### config.mk
export PLATFORM = sky130hd
export DESIGN_NAME = fsrc_ctrl_status
export DESIGN_NICKNAME = d
export VERILOG_FILES = /design/src/design/fsrc_pkg.sv /design/src/design/fsrc_ctrl_status.sv
export SDC_FILE = /design/constraint.sdc
export NUM_CORES = 1
export LEC_CHECK = 0
export BUFFER_PORTS_ARGS = -buffer_cell sky130_fd_sc_hd__buf_2
export CORE_MARGIN = 4
export CORE_UTILIZATION = 35
export DETAILED_ROUTE_END_ITERATION = 10
export HOLD_SLACK_MARGIN = 0.02
export MAX_ROUTING_LAYER = met4
export PLACE_DENSITY = 0.78
export SLEW_MARGIN = 20
export SYNTH_ARGS = -nofsm -noshare
export SYNTH_HDL_FRONTEND = slang
export SYNTH_SLANG_ARGS = --single-unit
### constraint.sdc
create_clock -name core_clk -period 1.82 [get_ports core_clk]
set_input_delay 0.091 -clock core_clk [delete_from_list [all_inputs] [get_ports core_clk]]
set_output_delay 0.091 -clock core_clk [all_outputs]
set_load 0.005 [all_outputs]
### src/design/fsrc_pkg.sv
// constants for the sequencer ram enable and flash status register block
package fsrc_pkg;
  // register byte addresses on the peripheral bus
  localparam logic [31:0] RAME_ADDR = 32'hffa1_0054;
  localparam logic [31:0] STATUS_ADDR = 32'hffa1_0080;
  localparam logic [31:0] DUMMY_ECC_ADDR = 32'hffa1_0084;
  // ram enable register layout
  localparam logic [7:0] RAME_KEY_VALUE = 8'hc4;
  localparam int RAME_KEY_MSB = 15;
  localparam int RAME_KEY_LSB = 8;
  localparam int RAME_TRAN_BIT = 1;
  localparam int RAME_ENABLE_BIT = 0;
  localparam logic [15:0] RAME_RESET = 16'h0000;
  // flash status register layout
  localparam int STAT_ECC_BUFFER_FULL_BIT = 18;
  localparam int STAT_DTCT_BIT = 17;
  localparam int STAT_CRCT_BIT = 16;
  localparam logic [31:0] STATUS_RESET = 32'h0000_0000;
  // command codes seen on the command start strobe
  localparam logic [3:0] CMD_PROGRAM = 4'h1;
  localparam logic [3:0] CMD_BLOCK_ERASE = 4'h2;
  localparam logic [3:0] CMD_LOCKBIT_PROGRAM = 4'h3;
  localparam logic [3:0] CMD_LOCKBIT_READ = 4'h4;
  localparam logic [3:0] CMD_OTP_SET = 4'h5;
  localparam logic [3:0] CMD_STATUS_CLEAR = 4'h6;
  localparam logic [3:0] CMD_FORCED_STOP = 4'h7;
  // otp read tracking states
  typedef enum logic [2:0]
  {
    FSRC_OTP_IDLE = 3'b001,
    FSRC_OTP_READ = 3'b010,
    FSRC_OTP_LOCK = 3'b100
  } fsrc_otp_e;
endpackage

### src/design/fsrc_ctrl_status.sv
// sequencer ram enable register, ecc buffer and otp error monitor flags
`timescale 1ns/10ps
`default_nettype none
// What this block does
// [RQ1] key field never stored, reads zero
// [RQ2] control bits change only with key c4
// [RQ3] transfer mode one blocks ram reads
// [RQ4] enable bit zero blocks all ram access
// [RQ5] host stops sequencer before ram writes
// [RQ6] reserved bits 7..2 read reset value
// [RQ7] rom variant has no enable register
// [RQ8] status bits 31..19 read reset value
// [RQ9] buffer full set on fill, cleared empty; the code sets it only on a fill while program_active
// [RQ10] ecc disable routes dummy register to buffer
// [RQ11] dummy write while full stalls bus
// [RQ12] otp double error sets flag, locks
// [RQ13] code flash commands read otp value
// [RQ14] otp single correction flags, no lock
// [RQ15] status clear or stop clears otp flags
// [RQ16] wrong key changes nothing, no error
module fsrc_ctrl_status
  import fsrc_pkg::*;
#(
  parameter bit SEQ_ROM_VARIANT = 1'b0,
  parameter int ECC_W = 32
)
(
  input wire logic core_clk,
  input wire logic reset,
  input wire logic [31:0] pbus_addr,
  input wire logic pbus_rd,
  input wire logic pbus_wr,
  input wire logic [31:0] pbus_wdata,
  output logic [31:0] pbus_rdata,
  output logic pbus_ack,
  output logic pbus_wait,
  input wire logic ram_rd_req,
  input wire logic ram_wr_req,
  output logic ram_rd_grant,
  output logic ram_wr_grant,
  output logic ram_high_speed,
  input wire logic ecc_disable_bit,
  input wire logic program_active,
  input wire logic ecc_hw_load,
  input wire logic [ECC_W-1:0] ecc_hw_data,
  input wire logic ecc_buf_take,
  output logic [ECC_W-1:0] ecc_buf_data,
  input wire logic cmd_start,
  input wire logic [3:0] cmd_code,
  input wire logic target_code_flash,
  output logic otp_read_req,
  input wire logic otp_read_done,
  input wire logic otp_err_double,
  input wire logic otp_err_single,
  output logic command_lock
);

  logic ram_transfer_mode;
  logic ram_access_enable;
  logic ecc_buffer_full;
  logic otp_double_error_flag;
  logic otp_single_corrected_flag;
  fsrc_otp_e otp_state;
  fsrc_otp_e next_otp_state;
  logic sel_rame;
  logic sel_status;
  logic sel_dummy;
  logic wr_go;
  logic key_ok;
  logic dummy_load;
  logic buf_load;
  logic otp_cmd;
  logic clear_cmd;
  logic [31:0] next_rdata;

  // address decode; the enable register vanishes on the rom variant
  assign sel_rame = (pbus_addr == RAME_ADDR) && !SEQ_ROM_VARIANT; // see [RQ7]
  assign sel_status = pbus_addr == STATUS_ADDR;
  assign sel_dummy = pbus_addr == DUMMY_ECC_ADDR;
  assign key_ok = pbus_wdata[RAME_KEY_MSB:RAME_KEY_LSB] == RAME_KEY_VALUE;

  // wait states hold a dummy write until the buffer drains
  assign pbus_wait = pbus_wr && sel_dummy && ecc_disable_bit && ecc_buffer_full; // see [RQ11]
  assign wr_go = pbus_wr && !pbus_wait;

  // key must arrive in the same access; a wrong key is silently dropped
  always_ff @(posedge core_clk)
  begin
    if (reset)
    begin
      ram_transfer_mode <= RAME_RESET[RAME_TRAN_BIT];
      ram_access_enable <= RAME_RESET[RAME_ENABLE_BIT];
    end
    else if (wr_go && sel_rame && key_ok) // see [RQ2] see [RQ16]
    begin
      ram_transfer_mode <= pbus_wdata[RAME_TRAN_BIT];
      ram_access_enable <= pbus_wdata[RAME_ENABLE_BIT];
    end
  end

  // ram access gating; the host is trusted to stop the sequencer first
  always_comb
  begin
    ram_rd_grant = ram_rd_req && ram_access_enable && !ram_transfer_mode; // see [RQ3] see [RQ4]
    ram_wr_grant = ram_wr_req && ram_access_enable; // see [RQ4] see [RQ5]
    ram_high_speed = ram_access_enable && ram_transfer_mode; // see [RQ3]
  end

  // read data; key and reserved fields are constant zero
  always_comb
  begin
    next_rdata = 32'h0000_0000;
    if (sel_rame)
    begin
      next_rdata[RAME_TRAN_BIT] = ram_transfer_mode; // see [RQ1] see [RQ6]
      next_rdata[RAME_ENABLE_BIT] = ram_access_enable;
    end
    else if (sel_status)
    begin
      next_rdata = STATUS_RESET; // see [RQ8]
      next_rdata[STAT_ECC_BUFFER_FULL_BIT] = ecc_buffer_full;
      next_rdata[STAT_DTCT_BIT] = otp_double_error_flag;
      next_rdata[STAT_CRCT_BIT] = otp_single_corrected_flag;
    end
  end

  // registered answer, one cycle after the access is taken
  always_ff @(posedge core_clk)
  begin
    if (reset)
    begin
      pbus_rdata <= 32'h0000_0000;
      pbus_ack <= 1'b0;
    end
    else
    begin
      pbus_ack <= pbus_rd || wr_go;
      pbus_rdata <= pbus_rd ? next_rdata : 32'h0000_0000;
    end
  end

  // buffer source: dummy register under ecc disable, else the ecc generator
  assign dummy_load = wr_go && sel_dummy && ecc_disable_bit; // see [RQ10]
  assign buf_load = ecc_disable_bit ? dummy_load : ecc_hw_load;

  always_ff @(posedge core_clk)
  begin
    if (reset)
      ecc_buf_data <= '0;
    else if (buf_load && !ecc_buffer_full)
      ecc_buf_data <= ecc_disable_bit ? pbus_wdata[ECC_W-1:0] : ecc_hw_data;
  end

  // full flag; a fill while program_active in the same cycle as a drain leaves it set
  always_ff @(posedge core_clk)
  begin
    if (reset)
      ecc_buffer_full <= 1'b0;
    else if (buf_load && program_active)
      ecc_buffer_full <= 1'b1; // see [RQ9]
    else if (ecc_buf_take)
      ecc_buffer_full <= 1'b0; // see [RQ9]
  end

  // which commands read the otp value, and which clear the monitors
  assign otp_cmd = cmd_start && target_code_flash &&
                   (cmd_code == CMD_PROGRAM || cmd_code == CMD_BLOCK_ERASE ||
                    cmd_code == CMD_LOCKBIT_PROGRAM || cmd_code == CMD_LOCKBIT_READ ||
                    cmd_code == CMD_OTP_SET); // see [RQ13]
  assign clear_cmd = cmd_start &&
                     (cmd_code == CMD_STATUS_CLEAR || cmd_code == CMD_FORCED_STOP);

  // otp read tracking; a double error parks here until cleared
  always_comb
  begin
    case (otp_state)
      FSRC_OTP_IDLE:
        next_otp_state = otp_cmd ? FSRC_OTP_READ : FSRC_OTP_IDLE;
      FSRC_OTP_READ:
        if (otp_read_done && otp_err_double)
          next_otp_state = FSRC_OTP_LOCK; // see [RQ12]
        else if (otp_read_done || clear_cmd)
          next_otp_state = FSRC_OTP_IDLE; // see [RQ14]
        else
          next_otp_state = FSRC_OTP_READ;
      FSRC_OTP_LOCK:
        next_otp_state = clear_cmd ? FSRC_OTP_IDLE : FSRC_OTP_LOCK;
      default:
        next_otp_state = FSRC_OTP_IDLE;
    endcase
  end

  always_ff @(posedge core_clk)
  begin
    if (reset)
      otp_state <= FSRC_OTP_IDLE;
    else
      otp_state <= next_otp_state;
  end

  assign otp_read_req = otp_state == FSRC_OTP_READ;
  assign command_lock = otp_state == FSRC_OTP_LOCK;

  // monitor flags; a detection beats a clear started in the same cycle
  always_ff @(posedge core_clk)
  begin
    if (reset)
    begin
      otp_double_error_flag <= 1'b0;
      otp_single_corrected_flag <= 1'b0;
    end
    else
    begin
      if (otp_read_req && otp_read_done && otp_err_double)
        otp_double_error_flag <= 1'b1; // see [RQ12]
      else if (clear_cmd)
        otp_double_error_flag <= 1'b0; // see [RQ15]
      if (otp_read_req && otp_read_done && otp_err_single && !otp_err_double)
        otp_single_corrected_flag <= 1'b1; // see [RQ14]
      else if (clear_cmd)
        otp_single_corrected_flag <= 1'b0; // see [RQ15]
    end
  end

  // checks
  chk_key_reads_zero: assert property (@(posedge core_clk) disable iff (reset) // see [RQ1]
    pbus_rd && sel_rame |=> pbus_rdata[RAME_KEY_MSB:2] == 14'h0000)
    else $error("key or reserved field read nonzero");

  chk_wrong_key_hold: assert property (@(posedge core_clk) disable iff (reset) // see [RQ16]
    pbus_wr && !key_ok |=> $stable(ram_transfer_mode) && $stable(ram_access_enable))
    else $error("control bits changed without key");

  chk_key_write_takes: assert property (@(posedge core_clk) disable iff (reset) // see [RQ2]
    wr_go && sel_rame && key_ok |=> ram_access_enable == $past(pbus_wdata[RAME_ENABLE_BIT]))
    else $error("keyed write not taken");

  chk_high_speed_read: assert property (@(posedge core_clk) disable iff (reset) // see [RQ3]
    ram_transfer_mode |-> !ram_rd_grant)
    else $error("ram read granted in high speed mode");

  chk_disabled_ram: assert property (@(posedge core_clk) disable iff (reset) // see [RQ4]
    ram_wr_req && !ram_access_enable |-> !ram_wr_grant && !ram_rd_grant)
    else $error("ram access while disabled");

  chk_status_reserved: assert property (@(posedge core_clk) disable iff (reset) // see [RQ8]
    pbus_rd && sel_status |=> pbus_rdata[31:19] == 13'h0000 && pbus_rdata[15:0] == 16'h0000)
    else $error("status reserved bits nonzero");

  chk_buffer_full_wait: assert property (@(posedge core_clk) disable iff (reset) // see [RQ11]
    pbus_wr && sel_dummy && ecc_disable_bit && ecc_buffer_full |-> pbus_wait ##1 !pbus_ack)
    else $error("dummy write not stalled while full");

  chk_buffer_fill: assert property (@(posedge core_clk) disable iff (reset) // see [RQ9]
    buf_load && program_active |=> ecc_buffer_full)
    else $error("buffer full flag not set");

  chk_double_locks: assert property (@(posedge core_clk) disable iff (reset) // see [RQ12]
    otp_read_req && otp_read_done && otp_err_double
      |=> otp_double_error_flag && command_lock)
    else $error("double error did not lock");

  chk_single_no_lock: assert property (@(posedge core_clk) disable iff (reset) // see [RQ14]
    otp_read_req && otp_read_done && otp_err_single && !otp_err_double
      |=> otp_single_corrected_flag && !command_lock)
    else $error("single correction mishandled");

  chk_clear_flags: assert property (@(posedge core_clk) disable iff (reset) // see [RQ15]
    clear_cmd && !otp_read_req |=> !otp_double_error_flag && !otp_single_corrected_flag)
    else $error("otp flags not cleared");

  chk_otp_read_cmd: assert property (@(posedge core_clk) disable iff (reset) // see [RQ13]
    otp_cmd && otp_state == FSRC_OTP_IDLE |=> otp_read_req)
    else $error("otp read not started");

  // readback, acknowledge and flag lifetimes
  chk_rame_readback: assert property (@(posedge core_clk) disable iff (reset) // see [RQ2]
    pbus_rd && sel_rame
      |=> pbus_rdata[1:0] == {$past(ram_transfer_mode), $past(ram_access_enable)})
    else $error("control bits read back wrong");

  chk_wrong_key_acked: assert property (@(posedge core_clk) disable iff (reset) // see [RQ16]
    pbus_wr && sel_rame && !key_ok && !pbus_wait |=> pbus_ack)
    else $error("wrong key write not acknowledged");

  chk_rom_no_register: assert property (@(posedge core_clk) disable iff (reset) // see [RQ7]
    SEQ_ROM_VARIANT |-> !ram_access_enable && !ram_transfer_mode)
    else $error("rom variant holds control bits");

  chk_stall_keeps_data: assert property (@(posedge core_clk) disable iff (reset) // see [RQ11]
    pbus_wait |=> $stable(ecc_buf_data))
    else $error("buffer overwritten during stall");

  chk_take_empties: assert property (@(posedge core_clk) disable iff (reset) // see [RQ9]
    ecc_buf_take && !(buf_load && program_active) |=> !ecc_buffer_full)
    else $error("buffer full flag not cleared");

  chk_lock_holds: assert property (@(posedge core_clk) disable iff (reset) // see [RQ12]
    command_lock && !clear_cmd |=> command_lock)
    else $error("command lock lost without clear");

  chk_lock_released: assert property (@(posedge core_clk) disable iff (reset) // see [RQ15]
    command_lock && clear_cmd |=> !command_lock && !otp_double_error_flag)
    else $error("clear did not release lock");

endmodule
`default_nettype wire

**After elaboration in Yosys (flattened, before gate mapping)**

Index checks and enable logic that the tools add are counted.

- Word-level logic and storage cells: 79
- Input bits: 115
- Memory bits (writable): 0
- Bits in registers: 73
- Bits in latches: 0
- Memories: 0
- ROM bits: 0
- Output and inout port bits: 71

- $lt $le $gt $ge: 0
- Reductions and logical operators: 39
- Bitwise operators: 2
- Shift operators: 0
- Equal/unequal tests: 14
- $mul: 0
- $add $sub $neg: 0
- Muxes and demuxes: 13
- Div/mod/pow operators: 0

Operators with widths:

| cell | count |
|---|---|
| $eq 32x32->1 const B | 3 |
| $mux 32 | 1 |
| $logic_and 1x1->1 | 22 |
| $eq 4x3->1 const B | 4 |
| $pmux 3 s3 | 1 |
| $eq 4x2->1 const B | 2 |
| $eq 8x8->1 const B | 1 |
| $logic_or 1x1->1 | 7 |
| $mux 1 | 6 |
| $mux 2 | 3 |
| $mux 3 | 2 |
| $reduce_bool 2->1 | 3 |
| $eq 4x1->1 const B | 1 |
| $logic_not 1->1 | 4 |
| $reduce_or 4->1 | 1 |
| $eq 3x1->1 const B | 1 |
| $eq 3x2->1 const B | 1 |
| $eq 3x3->1 const B | 1 |
| $reduce_or 3->1 | 1 |
| $not 1->1 | 2 |
| $reduce_or 2->1 | 1 |

**Longest topological paths before layout**

Gate-level depths: netlist (run 1).

- Depth in word-level cells: 11
- Mapped depth: 7
- Depth with buffers taken out: 4

**Worst setup path before layout (run 1)**

OpenSTA, ideal clock, no wires.

- Path kind: input to register
- Start: input pbus_addr[9]
- End: register pbus_rdata[16]
- Stages: 4
- Data required time: 1.761 ns
- Path buffers: 0
- Data arrival time: 1.556 ns
- Slack: 0.205 ns
- Library setup time: 0.059 ns
- Cell sequence: or4b_4 > or4_4 > nor4_2 > and2_1

- Cells in the longest elaborated chain, start to end: 3
- Elaborated cells on any way between the ends: 4
- Classes of those cells: eq/ne: 2; bitwise: 1; reduce/logical: 1

Ends and longest elaborated chain:

| item | line | text |
|---|---|---|
| from (decl) | fsrc_ctrl_status.sv:30 | `input wire logic [31:0] pbus_addr,` |
| $eq 32x32->1 | fsrc_ctrl_status.sv:78 | `assign sel_status = pbus_addr == STATUS_ADDR;` |
| $not 1->1 (no line) | -- |  |
| $reduce_or 4->1 (no line) (*) | -- |  |
| to (signal assigned) | fsrc_ctrl_status.sv:138 | `pbus_rdata <= pbus_rd ? next_rdata : 32'h0000_0000;` |
| to (decl) | fsrc_ctrl_status.sv:34 | `output logic [31:0] pbus_rdata,` |

Mark *: on every way between the ends. The rest lies on a longest branch, timed or not.
A chain may end at the register's enable or synchronous reset.

**Worst setup path after layout (run 1)**

- Start: input pbus_addr[9]
- End: output pbus_wait

- Cells in the longest elaborated chain, start to end: 4

Ends and longest elaborated chain:

| item | line | text |
|---|---|---|
| $eq 32x32->1 | fsrc_ctrl_status.sv:79 | `assign sel_dummy = pbus_addr == DUMMY_ECC_ADDR;` |
| $logic_and 1x1->1 (3 in series) | fsrc_ctrl_status.sv:83 | `assign pbus_wait = pbus_wr && sel_dummy && ecc_disable_bit && ecc_buffer_full;` |
| to (decl) | fsrc_ctrl_status.sv:36 | `output logic pbus_wait,` |

No other way between the ends.

==> results of run 1 <==
## worst paths after layout
| kind | from | to | cells after the start | slack (ps) |
|---|---|---|---|---|
| min reg2reg | otp_single_corrected_flag$_SDFFE_PP0P_ | otp_single_corrected_flag$_SDFFE_PP0P_ | 2 | 450 |
| max reg2reg | ecc_buffer_full$_SDFFE_PP0P_ | ecc_buf_data[23]$_SDFFE_PP0P_ | 4 | 330 |
| min | pbus_rd | pbus_ack$_SDFF_PP0_ | 3 | 50 |
| max | pbus_addr[9] | pbus_wait | 7 | 110 |
## per-stage QoR
step | cell area [sq um] | hold WS (ps)
after floorplan | 2700 | 220
after global placement | 3470 | 340
after detailed placement | 3470 | 356
after CTS | 3580 | 40.5
after global routing | 3580 | 48.0
final | 3580 | 48.3
## cell type report
cell class | instances | area [sq um] | area share [%]
Tap cell | 99 | 124 | 3.46
Timing Repair Buffer | 173 | 966 | 27.0
Sequential cell | 46 | 921 | 25.7
Clock buffer | 7 | 76.3 | 2.13
Inverter | 5 | 18.8 | 0.525
Clock inverter | 1 | 30.0 | 0.839
Multi-Input combinational cell | 191 | 1440 | 40.3
## cells by family after synthesis
group           count (synthesis)  synth area share (%)
mux                            32                  12.3
buf+inv                        60                  13.3
simple gates                   53                  15.1
flops                          46                  35.3
compound gates                 79                  23.8
other cells                     1                 0.144
## flip-flops by register name, summed over array words and instances (netlist names)
| name | count |
|---|---|
| otp_double_error_flag | 1 |
| pbus_rdata | 5 |
| otp_state | 3 |
| ram_access_enable | 1 |
| otp_single_corrected_flag | 1 |
| ram_transfer_mode | 1 |
| ecc_buffer_full | 1 |
| pbus_ack | 1 |
| ecc_buf_data | 32 |
## power by group through the flow
stage	combinational [mW]	sequential, mW	clock, mW
detailed placement	0.440	1.11	0
global placement	0.427	1.11	0
global route	0.487	1.10	0.806
finish	0.437	1.09	0.737
floorplan	0.245	1.11	0
CTS	0.440	1.09	0.754
## routing by layer
layer | vias up | global-route usage (%)
met3 | 11 | 3.04
li1 | 1320 | -
met4 | 0 | 4.69
met2 | 124 | 29.1
met1 | 1257 | 22.5
met5 | - | -
## layout by cell type, fill, tap and decap left out, types with 6 or more instances in the layout
cell type  instances
a211oi_1          32
a21oi_1            8
a311oi_1          32
dfxtp_1           46
nand4_1            6
buf_4             10
buf_2            158
conb_1            27
mux2i_1           32
## worst max-delay path, delay by kind of cell
family	cells	cell delay (ps)
simple gates	3	970
buf+inv	4	550
==> flow_summary.toml, run 1 <==
[worst_setup_path]
cp.required_ps = 1730
slowest_stage = "or4b_4"
crit_top_cell = "buf_2"
path_max_fanout = 18
worstPathArrival_ps = 1620
crit_type = "primary input to primary output"
critPathMaxStageDelay_ps = 550
cp_cell_sequence = "buf_2 > or4b_4 > nor4_4 > buf_4 > buf_12 > and4_1 > buf_2"
start_kind = "primary input"
worstSetupEndpointType = "primary output"

[timing]
period_needed_ps = 1710
setup_viol = 0
slew_viol_final = 0
finClkSkew_ps = 1.27
hold_violations = 0
period_share_pct = 94.0
rsz0062_at_grt = "no"
clock.fmax_mhz = 585
fin_ws_ps = 110
fin_setup_tns_ps = 0

[yosys]
yosysSeqAreaShare_pct = 35.3
yosys_most_used_dff = "dfxtp_1"
synth_top_area_share_pct = 35.3
synth_most_common_cell = "dfxtp_1"
async_flop_share_pct = 0
ys_ff_latch = 46
synth_edf_count = 0
synth_cells = 271
synth_area_leaders = "dfxtp_1, mux2i_1, a311oi_1, a211oi_1, buf_4"
synth_common_cells = "dfxtp_1, a211oi_1, a311oi_1, mux2i_1, buf_4"
yosys.area.top_type = "dfxtp_1"
ys_types = 40
syn_area_sq_um = 2610
yosys_warnings = 0
syn_avg_cell_area_sq_um = 9.62

[pwr]
clockPowerShare_pct = 32.6
vdd.ir_drop.worst_mv = 0.320
finalPower_mw = 2.26
pwr-share-seq_pct = 48.1
cellPowerDensity_nw_per_um2 = 632
swShare_pct = 24.7
p_int_mw = 1.70
p_switching_uw = 560
power.leakage_nw = 1.69
power.share.combinational_pct = 19.3

[cells_and_area]
drive_above_1_share_pct = 44.4
fin_util_pct = 49.3
fin_nets = 537
fillCellCount = 706
diodes = 0
finalNonFillerCells = 522
syn2layout_area_growth_pct = 37.3

[floorplan]
start_util_pct = 35.9
core_area_sq_um = 7250
die_h_microns = 94.3
pin_count = 186
die_area_sq_um = 8890
floorplan.rows = 31
fp.dieW_microns = 94.3

[detailed_routing]
top_layer = "met4"
drtIter0Drc = 52
drt_wl_total_microns = 7820
avgRoutedWirePerCell_microns = 15.0
met2WireLength_microns = 3830
drtAntennaViolNets = 0
drt_pass1_iterations = 4
routed_via_density = 5.20
drc = 0
drt-met1-wl_microns = 3350
met3_length_microns = 519
num_vias = 2712

[clock_network]
h-tree-depth = 2
cts_resized = 0
cts_root_buf = "clkbuf_8"
numCtsBuffers = 5
clock_insertion_delay_worst_skew_ps = 290
cts.sinks = 46
cts_hold_buf = 0
clkSlewWorstSetupHoldPaths_ps = 80
clock_path_buffers = 2
cts_setup_buffers = 0
cts_tree = "yes"

[global_routing]
antenna_found_initial = 0
track_usage_pct = 17.7
grt_pass1_wl_microns = 12200
overflow = 0
grt_pass1_vias = 2571
grt_max_degree = 42

[placed_design]
hpwl_microns = 6080
gp_congestion = 0.795
dpl.cell_count = 514
port_buffers = 158
place_ws_ps = 9.85

[flow_run]
drv_cap = 0

[min_path]
hold_class = "primary input to flop"

[run_status]
status = "completed"
Power figures use the tool's default switching activity.
==> run 2: changes to the inputs <==
--- a/config.mk
+++ b/config.mk
@@ -11,7 +11,7 @@
 export DETAILED_ROUTE_END_ITERATION = 10
 export HOLD_SLACK_MARGIN = 0.02
 export MAX_ROUTING_LAYER = met4
-export PLACE_DENSITY = 0.78
+export PLACE_DENSITY = 0.73
 export SLEW_MARGIN = 20
 export SYNTH_ARGS = -nofsm -noshare
 export SYNTH_HDL_FRONTEND = slang
==> flow_summary.toml, run 2 (same netlist as run 1, synthesis figures left out) <==
[cells_and_area]
register_area_sq_um = 921
layout_common_cells = "buf_2, dfxtp_1, mux2i_1, a311oi_1, a211oi_1"
fin_nets = 538
largest_register_ffs = 32
fillCellCount = 742
top_register = "ecc_buf_data"
diodes = 0
largestRegisters = "ecc_buf_data (32), pbus_rdata (5), otp_state (3)"
finalNonFillerCells = 523
final_common_cell = "buf_2"
syn2layout_area_growth_pct = 38.4
drive_above_1_share_pct = 45.3
multi_input_area_sq_um = 1450

[timing]
period_share_pct = 92.6
clock.fmax_mhz = 594
rsz0062_at_grt = "no"
setup_viol = 0
hold_violations = 0
slew_viol_final = 0
fin_ws_ps = 135
holdWs_ps = 44.7
finClkSkew_ps = 6.84
period_needed_ps = 1680

[worst_setup_path]
crit_type = "primary input to primary output"
start_kind = "primary input"
path_max_fanout = 13
worstSetupEndpointType = "primary output"
r2r_setup_slack_ps = 300
worstPathArrival_ps = 1590
cp.required_ps = 1730

[flow_run]
drv_cap = 0

[detailed_routing]
drc = 0
drtIter0Drc = 61
drtAntennaViolNets = 0
num_vias = 2729
drt_wl_total_microns = 8200
drt_pass1_iterations = 4
avgRoutedWirePerCell_microns = 15.7
routed_via_density = 5.22

[pwr]
cellPowerDensity_nw_per_um2 = 682
finalPower_mw = 2.46
power.leakage_nw = 1.71
swShare_pct = 23.6
p_switching_uw = 580
clockPowerShare_pct = 37.6
vdd.ir_drop.worst_mv = 0.475
p_int_mw = 1.88
power.share.combinational_pct = 18.1
pwr-share-seq_pct = 44.3

[global_routing]
grt_pass1_wl_microns = 12600
overflow = 0
track_usage_pct = 18.0
grt_pass1_vias = 2642
grt_max_degree = 42
antenna_found_initial = 0

[placed_design]
port_buffers = 158
gp_congestion = 0.809
place_ws_ps = -23.4
dpl.cell_count = 514
hpwl_microns = 6330

[floorplan]
pin_count = 186
start_util_pct = 35.9
fp.dieW_microns = 94.3
core_area_sq_um = 7250
die_h_microns = 94.3
die_area_sq_um = 8890
floorplan.rows = 31

[clock_network]
cts_tree = "yes"
cts.sinks = 46
clkSlewWorstSetupHoldPaths_ps = 90
h-tree-depth = 2
clock_insertion_delay_worst_skew_ps = 290
numCtsBuffers = 5
cts_root_buf = "clkbuf_8"
clock_path_buffers = 2

[min_path]
hold_class = "primary input to flop"

[run_status]
status = "completed"
[run 2: changes by cell type in the layout (fill, tap and decap cells not counted), sizes merged]
| cell | previous run | this run |
|---|---|---|
| clkbuf | 7 | 6 |
| buf | 173 | 174 |
| bufinv | 1 | 2 |
[run 2: final cells by class]
class / instances / area share, %
multi-input combinational: 191 / 40.1
timing repair buffer: 174 / 26.4
sequential: 46 / 25.5
tap: 99 / 3.44
clock buffer: 6 / 2.29
clock inverter: 2 / 1.67
inverter: 5 / 0.520
[run 2: power by group through the flow]
stage	Combinational, mW	Clock [mW]	Sequential [mW]
after detailed placement	0.445	0	1.11
after global placement	0.430	0	1.11
after floorplan	0.245	0	1.11
final	0.444	0.925	1.09
after CTS	0.446	0.947	1.09
after global routing	0.494	0.987	1.10
[run 2: routing by layer]
| metal | track usage (%) | up-vias | share of wire (%) | wire [microns] |
|---|---|---|---|---|
| met3 | 2.32 | 2 | 7.1 | 585 |
| met1 | 22.9 | 1289 | 43 | 3500 |
| met4 | 3.97 | 0 | 0.59 | 48 |
| li1 | - | 1320 | - | - |
| met2 | 30.7 | 118 | 50 | 4060 |
| met5 | - | - | 0 | 0 |
[run 2: path summary, 6_finish.rpt]
kind                                                              from                                endpoint  cells after the start
worst max-delay path                                     pbus_addr[10]                               pbus_wait                      6
worst min-delay path                                           pbus_rd                     pbus_ack$_SDFF_PP0_                      3
worst min register to register  otp_single_corrected_flag$_SDFFE_PP0P_  otp_single_corrected_flag$_SDFFE_PP0P_                      2
worst max register to register            ecc_buffer_full$_SDFFE_PP0P_            ecc_buf_data[1]$_SDFFE_PP0P_                      4
[run 2: what timing repair did]
action                                  CTS  global route
buffers inserted                          0             1
hold buffers                              0             0
gates resized for setup                   0             2
endpoints found under the setup margin    0             1
[run 2: critical path: stages]
cell,delay [ps]
buf_2,90
or4b_1,580
nor4_4,320
buf_6,200
and4_1,190
buf_2,110
[run 2: stage by stage]
stage / util [%] / area (sq um) / TNS, ps
2_1_floorplan: - / 2700 / 0
3_3_place_gp: 47.5 / 3450 / 0
3_5_place_dp: 47.5 / 3450 / -23.4
4_1_cts: 49.5 / 3590 / 0
5_1_grt: 49.7 / 3610 / 0
6_report: 49.7 / 3610 / 0
